$ cat config.mk
export PLATFORM = sky130hd
export DESIGN_NAME = bta_test_access
export DESIGN_NICKNAME = d
export VERILOG_FILES = /design/src/pkg/bta_pkg.sv /design/src/design/bta_sync.sv /design/src/design/bta_test_access.sv
export SDC_FILE = /design/constraint.sdc
export NUM_CORES = 1
export LEC_CHECK = 0
export BUFFER_PORTS_ARGS = -buffer_cell sky130_fd_sc_hd__buf_2
export CAP_MARGIN = 20
export CORE_ASPECT_RATIO = 2
export CORE_UTILIZATION = 55
export DETAILED_ROUTE_END_ITERATION = 10
export GPL_TIMING_DRIVEN = 0
export HOLD_SLACK_MARGIN = 0.1
export PLACE_DENSITY = 0.79
export SYNTH_ARGS = -nofsm -noshare
export SYNTH_HDL_FRONTEND = slang
export SYNTH_SLANG_ARGS = --single-unit
$ cat constraint.sdc
create_clock -name clock -period 2.5 [get_ports clock]
set_input_delay 0 -clock clock [delete_from_list [all_inputs] [get_ports clock]]
set_output_delay 0 -clock clock [all_outputs]
set_load 0.03 [all_outputs]
$ cat src/pkg/bta_pkg.sv
// Purpose: Shared constants for the board test access logic.
// Assumes: Eight-bit parallel register port with a test space in the top
//          half of the address map.
// Notes:   Offsets, bit positions and reset values live here only.

// ==========================================================================
// Package
// ==========================================================================
package bta_pkg;

   // Address map and space selection.
   localparam int         ADDR_W          = 8;
   localparam int         DATA_W          = 8;
   localparam int         TEST_SPACE_BIT  = 7;
   localparam logic [7:0] MASTER_TEST     = 8'h80;
   localparam logic [7:0] TX_CELL_VIEW    = 8'h82;
   localparam logic [7:0] TX_CTL_VIEW     = 8'h83;
   localparam logic [7:0] RX_RATE_VIEW    = 8'h84;
   localparam logic [7:0] ALARM_FORCE     = 8'h90;
   localparam logic [7:0] IRQ_FORCE_A     = 8'h92;
   localparam logic [7:0] TX_FP_FORCE     = 8'h96;
   localparam logic [7:0] RX_CTL_FORCE    = 8'hd0;
   localparam logic [7:0] RX_CELL_FORCE   = 8'hd2;
   localparam logic [7:0] RX_CA_FORCE     = 8'he0;

   // Addresses that must be written with zero to arm the input/output mode.
   localparam int         ARM_N           = 7;
   localparam logic [7:0] ARM_VALUE       = 8'h00;
   localparam logic [ARM_N*8-1:0] ARM_ADDRS =
      {8'h91, 8'h95, 8'h99, 8'ha1, 8'hb1, 8'hd1, 8'he1};

   // Master test control bit positions.
   localparam int BIT_PINS_HIGH_Z    = 0;
   localparam int BIT_BUS_HIGH_Z     = 1;
   localparam int BIT_PIN_TEST       = 2;
   localparam int BIT_BUS_BY_SELECT  = 3;
   localparam int BIT_FACTORY_TEST   = 4;

   // Force register bit positions.
   localparam int BIT_ALARM          = 3;
   localparam int BIT_FRAME_PULSE    = 2;
   localparam int BIT_IRQ_A          = 6;
   localparam int BIT_TX_FP          = 0;
   localparam int BIT_RX_SOC         = 7;
   localparam int BIT_RX_CA          = 5;
   localparam int BIT_RX_CP          = 4;
   localparam int BIT_RX_GFC         = 3;
   localparam int BIT_RX_PARITY      = 1;
   localparam int BIT_IRQ_B          = 0;
   localparam int BIT_RX_CP_E        = 1;

   // Input view widths and the position of the rate field in its register.
   localparam int TX_CTL_W           = 7;
   localparam int RX_RATE_W          = 6;
   localparam int RX_RATE_LSB        = 2;

   // Vector clock edges needed before forced alarm and frame pulse settle.
   localparam int VECTOR_CLOCK_SETTLE        = 2;

   // Reset level of the control bits and of idle strobes.
   localparam logic [DATA_W-1:0] MASTER_RESET = 8'h00;
   localparam logic [2:0]        STROBE_IDLE  = 3'h7;

endpackage

$ cat src/design/bta_sync.sv
// Purpose: Two flip-flop synchroniser for a group of pin inputs.
// Assumes: Each bit is an independent level; no bus coherence is implied.
// Notes:   Only the second stage may be read by other logic.

`timescale 1ns/1ns

// ==========================================================================
// Synchroniser
// ==========================================================================
module bta_sync #(
   parameter int               WIDTH   = 8,
   parameter logic [WIDTH-1:0] RST_VAL = '0
) (
   input  wire logic             clock,
   input  wire logic             rst,
   input  wire logic [WIDTH-1:0] async_in,
   output logic      [WIDTH-1:0] sync_out
);

   logic [WIDTH-1:0] stage1;

   // The first stage may go metastable, so only the second stage reads it.
   always_ff @(posedge clock) begin
      if (rst) begin
         stage1   <= RST_VAL;
         sync_out <= RST_VAL;
      end else begin
         stage1   <= async_in;
         sync_out <= stage1;
      end
   end

endmodule

$ cat src/design/bta_test_access.sv
// Purpose: Board test access logic behind the parallel register port.
// Assumes: Port pins arrive asynchronously; functional output values come
//          from core logic on the same clock.
// Notes:   Writes commit on the rising edge of the write strobe.

`timescale 1ns/1ns

module bta_test_access
   import bta_pkg::*;
(
   input  wire logic                 clock,
   input  wire logic                 rst,
   // Register port pins.
   input  wire logic                 chip_select_n,
   input  wire logic                 read_strobe_n,
   input  wire logic                 write_strobe_n,
   input  wire logic [ADDR_W-1:0]    addr,
   input  wire logic [DATA_W-1:0]    data_in,
   output logic      [DATA_W-1:0]    data_out,
   output logic                      data_oe_n,
   // Normal register space served by the core.
   input  wire logic [DATA_W-1:0]    normal_rd_data,
   output logic                      normal_wr_pulse,
   output logic                      sub_block_test,
   // Observed input pins.
   input  wire logic                 vector_clock,
   input  wire logic [7:0]           tx_cell_bus,
   input  wire logic [TX_CTL_W-1:0]  tx_ctl_in,
   input  wire logic [RX_RATE_W-1:0] rx_rate_in,
   // Functional values from the core.
   input  wire logic [7:0]           func_rx_cell_bus,
   input  wire logic                 func_rx_soc,
   input  wire logic                 func_rx_ca,
   input  wire logic                 func_rx_cp,
   input  wire logic                 func_rx_gfc,
   input  wire logic                 func_rx_parity,
   input  wire logic                 func_rx_alarm,
   input  wire logic                 func_rx_frame_pulse,
   input  wire logic                 func_tx_frame_pulse,
   input  wire logic                 func_irq,
   // Output pins.
   output logic      [7:0]           rx_cell_bus,
   output logic                      rx_soc,
   output logic                      rx_ca,
   output logic                      rx_cp,
   output logic                      rx_gfc,
   output logic                      rx_parity,
   output logic                      rx_alarm_out,
   output logic                      rx_frame_pulse,
   output logic                      tx_frame_pulse_out,
   output logic                      pins_oe_n,
   output logic                      irq_out_n,
   output logic                      irq_oe_n
);

   // =======================================================================
   // Pin synchronisers
   // =======================================================================
   localparam int SYNC_W = 3 + ADDR_W + DATA_W + 1 + 8 + TX_CTL_W
                           + RX_RATE_W;
   localparam logic [SYNC_W-1:0] SYNC_RST = {STROBE_IDLE,
                                             {(SYNC_W-3){1'b0}}};

   logic [SYNC_W-1:0]    sync_vec;
   logic                 cs_s;
   logic                 rd_s;
   logic                 wr_s;
   logic [ADDR_W-1:0]    addr_s;
   logic [DATA_W-1:0]    data_s;
   logic                 vector_clock_s;
   logic [7:0]           tdat_s;
   logic [TX_CTL_W-1:0]  txctl_s;
   logic [RX_RATE_W-1:0] rxrate_s;

   // One synchroniser covers every pin; strobes idle high out of reset.
   bta_sync #(
      .WIDTH   (SYNC_W),
      .RST_VAL (SYNC_RST)
   ) u_sync (
      .clock    (clock),
      .rst      (rst),
      .async_in ({chip_select_n, read_strobe_n, write_strobe_n, addr,
                  data_in, vector_clock, tx_cell_bus, tx_ctl_in,
                  rx_rate_in}),
      .sync_out (sync_vec)
   );

   assign {cs_s, rd_s, wr_s, addr_s, data_s, vector_clock_s, tdat_s, txctl_s,
           rxrate_s} = sync_vec;

   // =======================================================================
   // Strobe decoding
   // =======================================================================
   function automatic logic hit(input logic [7:0] a, input logic [7:0] off);
      hit = (a == off);
   endfunction

   logic                wr_prev;
   logic                vector_clock_prev;
   logic [ADDR_W-1:0]   wr_addr;
   logic [DATA_W-1:0]   wr_data;
   logic                wr_open;
   logic                all_low;
   logic                wr_commit;
   logic                test_space;
   logic                rd_active;

   // All three strobes low is the board float request, not an access.
   assign all_low    = !cs_s && !rd_s && !wr_s;
   assign test_space = wr_addr[TEST_SPACE_BIT];
   assign wr_commit  = wr_s && !wr_prev && wr_open;
   assign rd_active  = !cs_s && !rd_s && wr_s;

   // Address and data are caught during the strobe so the rising edge
   // commits stable values even though the pins may already be moving.
   always_ff @(posedge clock) begin
      if (rst) begin
         wr_prev <= 1'b1;
         wr_open <= 1'b0;
         wr_addr <= '0;
         wr_data <= '0;
      end else begin
         wr_prev <= wr_s;
         if (!wr_s && !cs_s && rd_s) begin
            wr_open <= 1'b1;
            wr_addr <= addr_s;
            wr_data <= data_s;
         end else if (wr_s || all_low) begin
            wr_open <= 1'b0;
         end
      end
   end

   // Normal space writes are handed to the core as a single pulse.
   always_ff @(posedge clock) begin
      if (rst) begin
         normal_wr_pulse <= 1'b0;
      end else begin
         normal_wr_pulse <= wr_commit && !test_space;
      end
   end

   // =======================================================================
   // Master test control
   // =======================================================================
   logic pins_high_z;
   logic bus_high_z;
   logic pin_test_enable;
   logic bus_drive_by_select;
   logic factory_test_enable;
   logic master_wr;
   logic test_hold;

   assign master_wr = wr_commit && hit(wr_addr, MASTER_TEST);
   assign test_hold = pin_test_enable || factory_test_enable;

   // Unused bits seven to five are simply not stored.
   always_ff @(posedge clock) begin
      if (rst) begin
         pins_high_z         <= MASTER_RESET[BIT_PINS_HIGH_Z];
         bus_high_z          <= MASTER_RESET[BIT_BUS_HIGH_Z];
         pin_test_enable     <= MASTER_RESET[BIT_PIN_TEST];
         bus_drive_by_select <= MASTER_RESET[BIT_BUS_BY_SELECT];
      end else if (master_wr) begin
         pins_high_z         <= wr_data[BIT_PINS_HIGH_Z];
         bus_high_z          <= wr_data[BIT_BUS_HIGH_Z];
         pin_test_enable     <= wr_data[BIT_PIN_TEST];
         bus_drive_by_select <= wr_data[BIT_BUS_BY_SELECT];
      end
   end

   // Factory test has no reset term; its only clear is a high select level, which reset forces on cs_s.
   always_ff @(posedge clock) begin
      if (cs_s) begin
         factory_test_enable <= 1'b0;
      end else if (master_wr && wr_data[BIT_FACTORY_TEST]) begin
         factory_test_enable <= 1'b1;
      end
   end

   always_ff @(posedge clock) begin
      if (rst) begin
         sub_block_test <= 1'b0;
      end else begin
         sub_block_test <= test_hold;
      end
   end

   // =======================================================================
   // Test mode arming
   // =======================================================================
   logic [ARM_N-1:0] armed;
   logic             tm0;

   // Each arming address is remembered until pin test is dropped.
   genvar g;
   generate
      for (g = 0; g < ARM_N; g++) begin : g_arm
         always_ff @(posedge clock) begin
            if (rst || !pin_test_enable) begin
               armed[g] <= 1'b0;
            end else if (wr_commit && wr_data == ARM_VALUE &&
                         hit(wr_addr, ARM_ADDRS[g*8 +: 8])) begin
               armed[g] <= 1'b1;
            end
         end
      end
   endgenerate

   assign tm0 = pin_test_enable && (&armed);

   // =======================================================================
   // Force registers
   // =======================================================================
   logic [7:0] frc_alarm;
   logic [7:0] frc_irq_a;
   logic [7:0] frc_tx_fp;
   logic [7:0] frc_rx_ctl;
   logic [7:0] frc_rx_cell;
   logic [7:0] frc_rx_ca;

   // Force values hold no reset value; they only matter once armed.
   always_ff @(posedge clock) begin
      if (wr_commit && tm0) begin
         if (hit(wr_addr, ALARM_FORCE))   frc_alarm   <= wr_data;
         if (hit(wr_addr, IRQ_FORCE_A))   frc_irq_a   <= wr_data;
         if (hit(wr_addr, TX_FP_FORCE))   frc_tx_fp   <= wr_data;
         if (hit(wr_addr, RX_CTL_FORCE))  frc_rx_ctl  <= wr_data;
         if (hit(wr_addr, RX_CELL_FORCE)) frc_rx_cell <= wr_data;
         if (hit(wr_addr, RX_CA_FORCE))   frc_rx_ca   <= wr_data;
      end
   end

   // Alarm and frame pulse forces pass a two-stage pipe on vector clock.
   logic [1:0] vpipe_alarm;
   logic [1:0] vpipe_fp;
   logic       vector_clock_rise;

   assign vector_clock_rise = vector_clock_s && !vector_clock_prev;

   always_ff @(posedge clock) begin
      if (rst) begin
         vector_clock_prev   <= 1'b0;
         vpipe_alarm <= '0;
         vpipe_fp    <= '0;
      end else begin
         vector_clock_prev <= vector_clock_s;
         if (vector_clock_rise) begin
            vpipe_alarm <= {vpipe_alarm[0], frc_alarm[BIT_ALARM]};
            vpipe_fp    <= {vpipe_fp[0], frc_alarm[BIT_FRAME_PULSE]};
         end
      end
   end

   // =======================================================================
   // Output selection
   // =======================================================================
   logic [15:0] func_vec;
   logic [15:0] force_vec;
   logic [15:0] next_out;
   logic        next_irq;
   logic        force_irq;

   assign func_vec  = {func_rx_cell_bus, func_rx_soc, func_rx_ca,
                       func_rx_cp, func_rx_gfc, func_rx_parity,
                       func_rx_alarm, func_rx_frame_pulse,
                       func_tx_frame_pulse};
   assign force_vec = {frc_rx_cell, frc_rx_ctl[BIT_RX_SOC],
                       frc_rx_ctl[BIT_RX_CA],
                       frc_rx_ctl[BIT_RX_CP] || frc_rx_ca[BIT_RX_CP_E],
                       frc_rx_ctl[BIT_RX_GFC], frc_rx_ctl[BIT_RX_PARITY],
                       vpipe_alarm[VECTOR_CLOCK_SETTLE-1],
                       vpipe_fp[VECTOR_CLOCK_SETTLE-1],
                       frc_tx_fp[BIT_TX_FP]};
   assign force_irq = frc_irq_a[BIT_IRQ_A] || frc_rx_ctl[BIT_IRQ_B];
   // Functional values win unless armed test mode is in force.
   assign next_out  = tm0 ? force_vec : func_vec;
   assign next_irq  = tm0 ? force_irq : func_irq;

   logic [15:0] out_q;

   always_ff @(posedge clock) begin
      if (rst) begin
         out_q     <= '0;
         irq_oe_n  <= 1'b1;
         irq_out_n <= 1'b0;
         pins_oe_n <= 1'b1;
      end else begin
         out_q     <= next_out;
         irq_out_n <= 1'b0;
         // Open drain: only pull low, float otherwise.
         irq_oe_n  <= !next_irq || pins_high_z || all_low;
         pins_oe_n <= pins_high_z || all_low;
      end
   end

   // Clock and serial line outputs stay outside this block entirely.
   assign {rx_cell_bus, rx_soc, rx_ca, rx_cp, rx_gfc, rx_parity,
           rx_alarm_out, rx_frame_pulse, tx_frame_pulse_out} = out_q;

   // =======================================================================
   // Read path and data bus enable
   // =======================================================================
   logic [DATA_W-1:0] test_rd;
   logic [DATA_W-1:0] next_rd;
   logic              bus_drive;

   // Only the two readable master bits return; unused bits read zero.
   assign test_rd =
      hit(addr_s, MASTER_TEST) ?
         {5'h00, pin_test_enable, 1'b0, pins_high_z} :
      (tm0 && hit(addr_s, TX_CELL_VIEW)) ? tdat_s :
      (tm0 && hit(addr_s, TX_CTL_VIEW))  ? {1'b0, txctl_s} :
      (tm0 && hit(addr_s, RX_RATE_VIEW)) ?
         {rxrate_s, {RX_RATE_LSB{1'b0}}} : 8'h00;
   assign next_rd = addr_s[TEST_SPACE_BIT] ? test_rd : normal_rd_data;

   // Drive-by-select needs pin test and then overrides bus float.
   assign bus_drive =
      all_low ? 1'b0 :
      (pin_test_enable && bus_drive_by_select) ? cs_s :
      bus_high_z ? 1'b0 :
      rd_active;

   // The bus enable lags the pins by the synchroniser delay, a trade for
   // never reading a metastable strobe.
   always_ff @(posedge clock) begin
      if (rst) begin
         data_out  <= '0;
         data_oe_n <= 1'b1;
      end else begin
         data_oe_n <= !bus_drive;
         if (rd_active) begin
            data_out <= next_rd;
         end
      end
   end

endmodule

==> impl_metrics.env <==
export IMPL_status="complete, no violations"
export IMPL_power_density_nw_per_um2=764
export IMPL_routed_wl_um=13800
export IMPL_htree_levels=4
export IMPL_cts_buffer_depth=2
export IMPL_clk_pin_slew_ns=0.06
export IMPL_maxSlewViolCount=0
export IMPL_power_leakage_nw=3.02
export IMPL_fp_dieH_um=144
export IMPL_ys_ff_latch=165
export IMPL_critPathTopFamily="simple AND/OR/NAND/NOR gates"
export IMPL_fin_area_um2=7490
export IMPL_numPortBuffers=96
export IMPL_setup_violations=0
export IMPL_drcViolationCount=0
export IMPL_clk_latency_ns=0.42
export IMPL_synth_edf_count=19
export IMPL_drive_above_1_share_pct=22.9
export IMPL_syn_to_final_growth_pct=34.7
export IMPL_grt_usage_pct=28.3
export IMPL_wire_per_inst_um=16.2
export IMPL_fmax_mhz=441
export IMPL_worstReg2RegEnd="frc_rx_cell[6]$_DFFE_PP_"
export IMPL_r2r_start="pin_test_enable$_SDFFE_PP0P_"
export IMPL_fin_crit_ns=2.27
export IMPL_slowest_delay_ns=0.54
export IMPL_cts_tree="built"
export IMPL_syn_avg_cell_area_um2=10.7
export IMPL_drtPass1Iterations=4
export IMPL_dieArea_um2=10500
export IMPL_crit_slowest_cell="dfxtp_1"
export IMPL_dpl_cell_area_um2=6210
export IMPL_nets=772
export IMPL_hold_start="addr[5]"
export IMPL_place_hpwl_um=8810
export IMPL_tightest_slew_ns=0.982
export IMPL_insertedDiodeCount=0
export IMPL_crit_chain="nand4_2 > nor4_1 > nand2_1 > nor2_2"
export IMPL_r2r_setup_slack_ns=0.23
export IMPL_synthFlopType="dfxtp_1"
export IMPL_finalCritPeriodShare_pct=90.6
export IMPL_async_reset_ff_share_pct=0
export IMPL_cts_root_buf="clkbuf_16"
export IMPL_final_cells=849
export IMPL_netlist_instances=522
export IMPL_vias_per_cell=5.10
export IMPL_relSlewSlack_pct=33.6
export IMPL_crit_required_ns=2.57
export IMPL_first_global_vias=4427
export IMPL_coreArea_um2=9760
export IMPL_ir_worst_vdd_mv=0.727
export IMPL_ys_seq_area_share_pct=62.8
export IMPL_fill_cells=636
export IMPL_crit_fanout=8
export IMPL_worst_ep_arrival_time_ns=2.34
export IMPL_cp_start_kind="flop"
export IMPL_place_gp_congestion=0.915
export IMPL_ys_warn_count=0
export IMPL_numCtsBuffers=17
export IMPL_critical_path_class="reg -> reg"
export IMPL_clock_sinks=165
export IMPL_hold_viol_final=0
export IMPL_grt_max_degree=17
export IMPL_grt_overflow=0
export IMPL_cts_setup_buffers=0
export IMPL_cp_buffers_inverters=0
export IMPL_syn_cell_area_um2=5560
export IMPL_finClkSkew_ns=0.00729
export IMPL_syn_nets=590
export IMPL_hold_end="u_sync.stage1[35]$_SDFF_PP0_"
export IMPL_num_io_pins=98
export IMPL_antenna_found_initial=0
export IMPL_drt_iter0_drc=234
export IMPL_rsz0062_at_grt="no"
export IMPL_min_path_cells=3
export IMPL_ys_types=46
export IMPL_dpl_cell_count=750
export IMPL_ant_nets=0
export IMPL_grt_pass1_wl_um=21600
export IMPL_die_x_um=73.1
export IMPL_vias=4326
export IMPL_finalSetupTns_ns=0
export IMPL_worstHoldPathType="in -> reg"
export IMPL_row_count=51
export IMPL_start_util_pct=57.0
export IMPL_worstSetupEndpointType="flop"
export IMPL_max_cap_violations=0
export IMPL_r2r_worst_path_cells=4
## cells by family (layout without fill, tap and decap cells)
group / count (synthesis) / after routing / synth area share [%]
simple gates: 242 / 242 / 24.6
flops: 165 / 165 / 62.8
compound gates: 68 / 68 / 7.49
other cells: 1 / 1 / 0.0674
buf+inv: 33 / 228 / 2.61
mux: 13 / 13 / 2.45
## cell type report
| cell class | instances | area, um^2 | share of cell area [%] |
|---|---|---|---|
| buffer | 27 | 123 | 1.64 |
| clock inverter | 13 | 145 | 1.94 |
| tap | 132 | 165 | 2.20 |
| multi-input combinational | 324 | 1940 | 25.9 |
| timing repair buffer | 163 | 1150 | 15.4 |
| inverter | 6 | 22.5 | 0.301 |
| clock buffer | 19 | 454 | 6.06 |
| sequential | 165 | 3490 | 46.6 |
## worst max path at each step
| stage | slack [ns] | to | cells after the start | from |
|---|---|---|---|---|
| after floorplan | 0.54 | frc_rx_ctl[0]$_DFFE_PP_ | 4 | pin_test_enable$_SDFFE_PP0P_ |
| after global placement | 0.03 | frc_rx_ctl[5]$_DFFE_PP_ | 4 | pin_test_enable$_SDFFE_PP0P_ |
| after detailed placement | -0.02 | frc_rx_ctl[7]$_DFFE_PP_ | 4 | pin_test_enable$_SDFFE_PP0P_ |
| after CTS | 0.12 | frc_rx_cell[6]$_DFFE_PP_ | 4 | pin_test_enable$_SDFFE_PP0P_ |
| after global routing | 0.004 | frc_rx_cell[0]$_DFFE_PP_ | 4 | pin_test_enable$_SDFFE_PP0P_ |
| final | 0.23 | frc_rx_cell[6]$_DFFE_PP_ | 4 | pin_test_enable$_SDFFE_PP0P_ |
## cell usage in the layout, fill, tap and decap left out, types with 2 or more instances in the layout
cell type and instances:
clkinv_2 2, nor4_4 4, o21ai_0 4, inv_6 2
and3_1 2, nand2_1 69, buf_2 98, nand2b_1 11
nand3b_1 3, mux2_2 5, or4_4 2, a31oi_1 8
clkinv_4 2, clkbuf_1 22, or2_2 10, edfxtp_1 19
clkinvlp_4 3, dlygate4sd3_1 67, a21oi_1 36, bufinv_16 2
a22oi_1 4, buf_4 3, or4_1 2, o21bai_1 4
nor2_1 35, or3_1 2, clkbuf_16 18, a211oi_1 2
nor4_1 2, mux2i_1 8, inv_1 6, nor3_1 7
nor2b_1 81, a41oi_1 3, nor3b_2 2, dfxtp_1 146
## synthesized netlist by cell type, drive strengths merged (4+ instances only)
master	number	area [um^2]
mux2	5	56.3
or2	11	68.8
buf	6	43.8
inv	6	22.5
mux2i	8	80.1
nand2b	11	68.8
o21bai	4	30.0
nand2	69	259
edfxtp	19	571
dfxtp	146	2920
a21oi	36	180
nor4	6	97.6
a22oi	4	30.0
nor2	36	135
a31oi	8	50.1
nor3	8	40.0
clkbuf	21	78.8
o21ai	5	25.0
or4	4	37.5
nor2b	81	507
## worst register-to-register path: stages, from the launching register on
cell	delay (ns)
dfxtp_1	0.54
nand4_2	0.32
nor4_1	0.46
nand2_1	0.22
nor2_2	0.39
## layer usage
| metal | wire, um | global-route usage, % |
|---|---|---|
| met2 | 8060 | 54.5 |
| met4 | 728 | 19.1 |
| met1 | 4410 | 24.3 |
| met5 | 0 | 0 |
| met3 | 562 | 6.62 |
## power by group
| group | switching [mW] | internal, mW | total [mW] |
|---|---|---|---|
| Clock | 1.06 | 1.54 | 2.60 |
| Sequential | 0.0287 | 2.75 | 2.78 |
| Combinational | 0.163 | 0.183 | 0.346 |
## what timing repair did
action / 4_1_cts / 5_1_grt
gates cloned: 0 / 0
endpoints found under the hold margin: 67 / 0
hold buffers: 67 / 0
gates resized for setup: 1 / 2
setup endpoints to repair: 6 / 14
## flip-flops by register name, summed over array words and instances (netlist names), 2 cells and up
signal	count
wr_addr	8
frc_rx_ctl	6
wr_data	8
frc_alarm	2
data_out	8
out_q	16
frc_rx_cell	8
armed	7
u_sync.stage1	41
u_sync.sync_out	41
vpipe_alarm	2
vpipe_fp	2
## per-stage QoR
step                      hold slack [ns]  setup WS, ns  power, mW  utilization (%)
after floorplan                     0.104         0.543       2.98                -
after global placement              0.184        0.0339       3.08             63.6
after detailed placement            0.190       -0.0241       3.09             63.6
after CTS                           0.306         0.120       5.73             76.6
after global routing                0.332       0.00407       5.90             76.7
final                               0.330         0.235       5.73             76.7
Power figures use the tool's default switching activity.
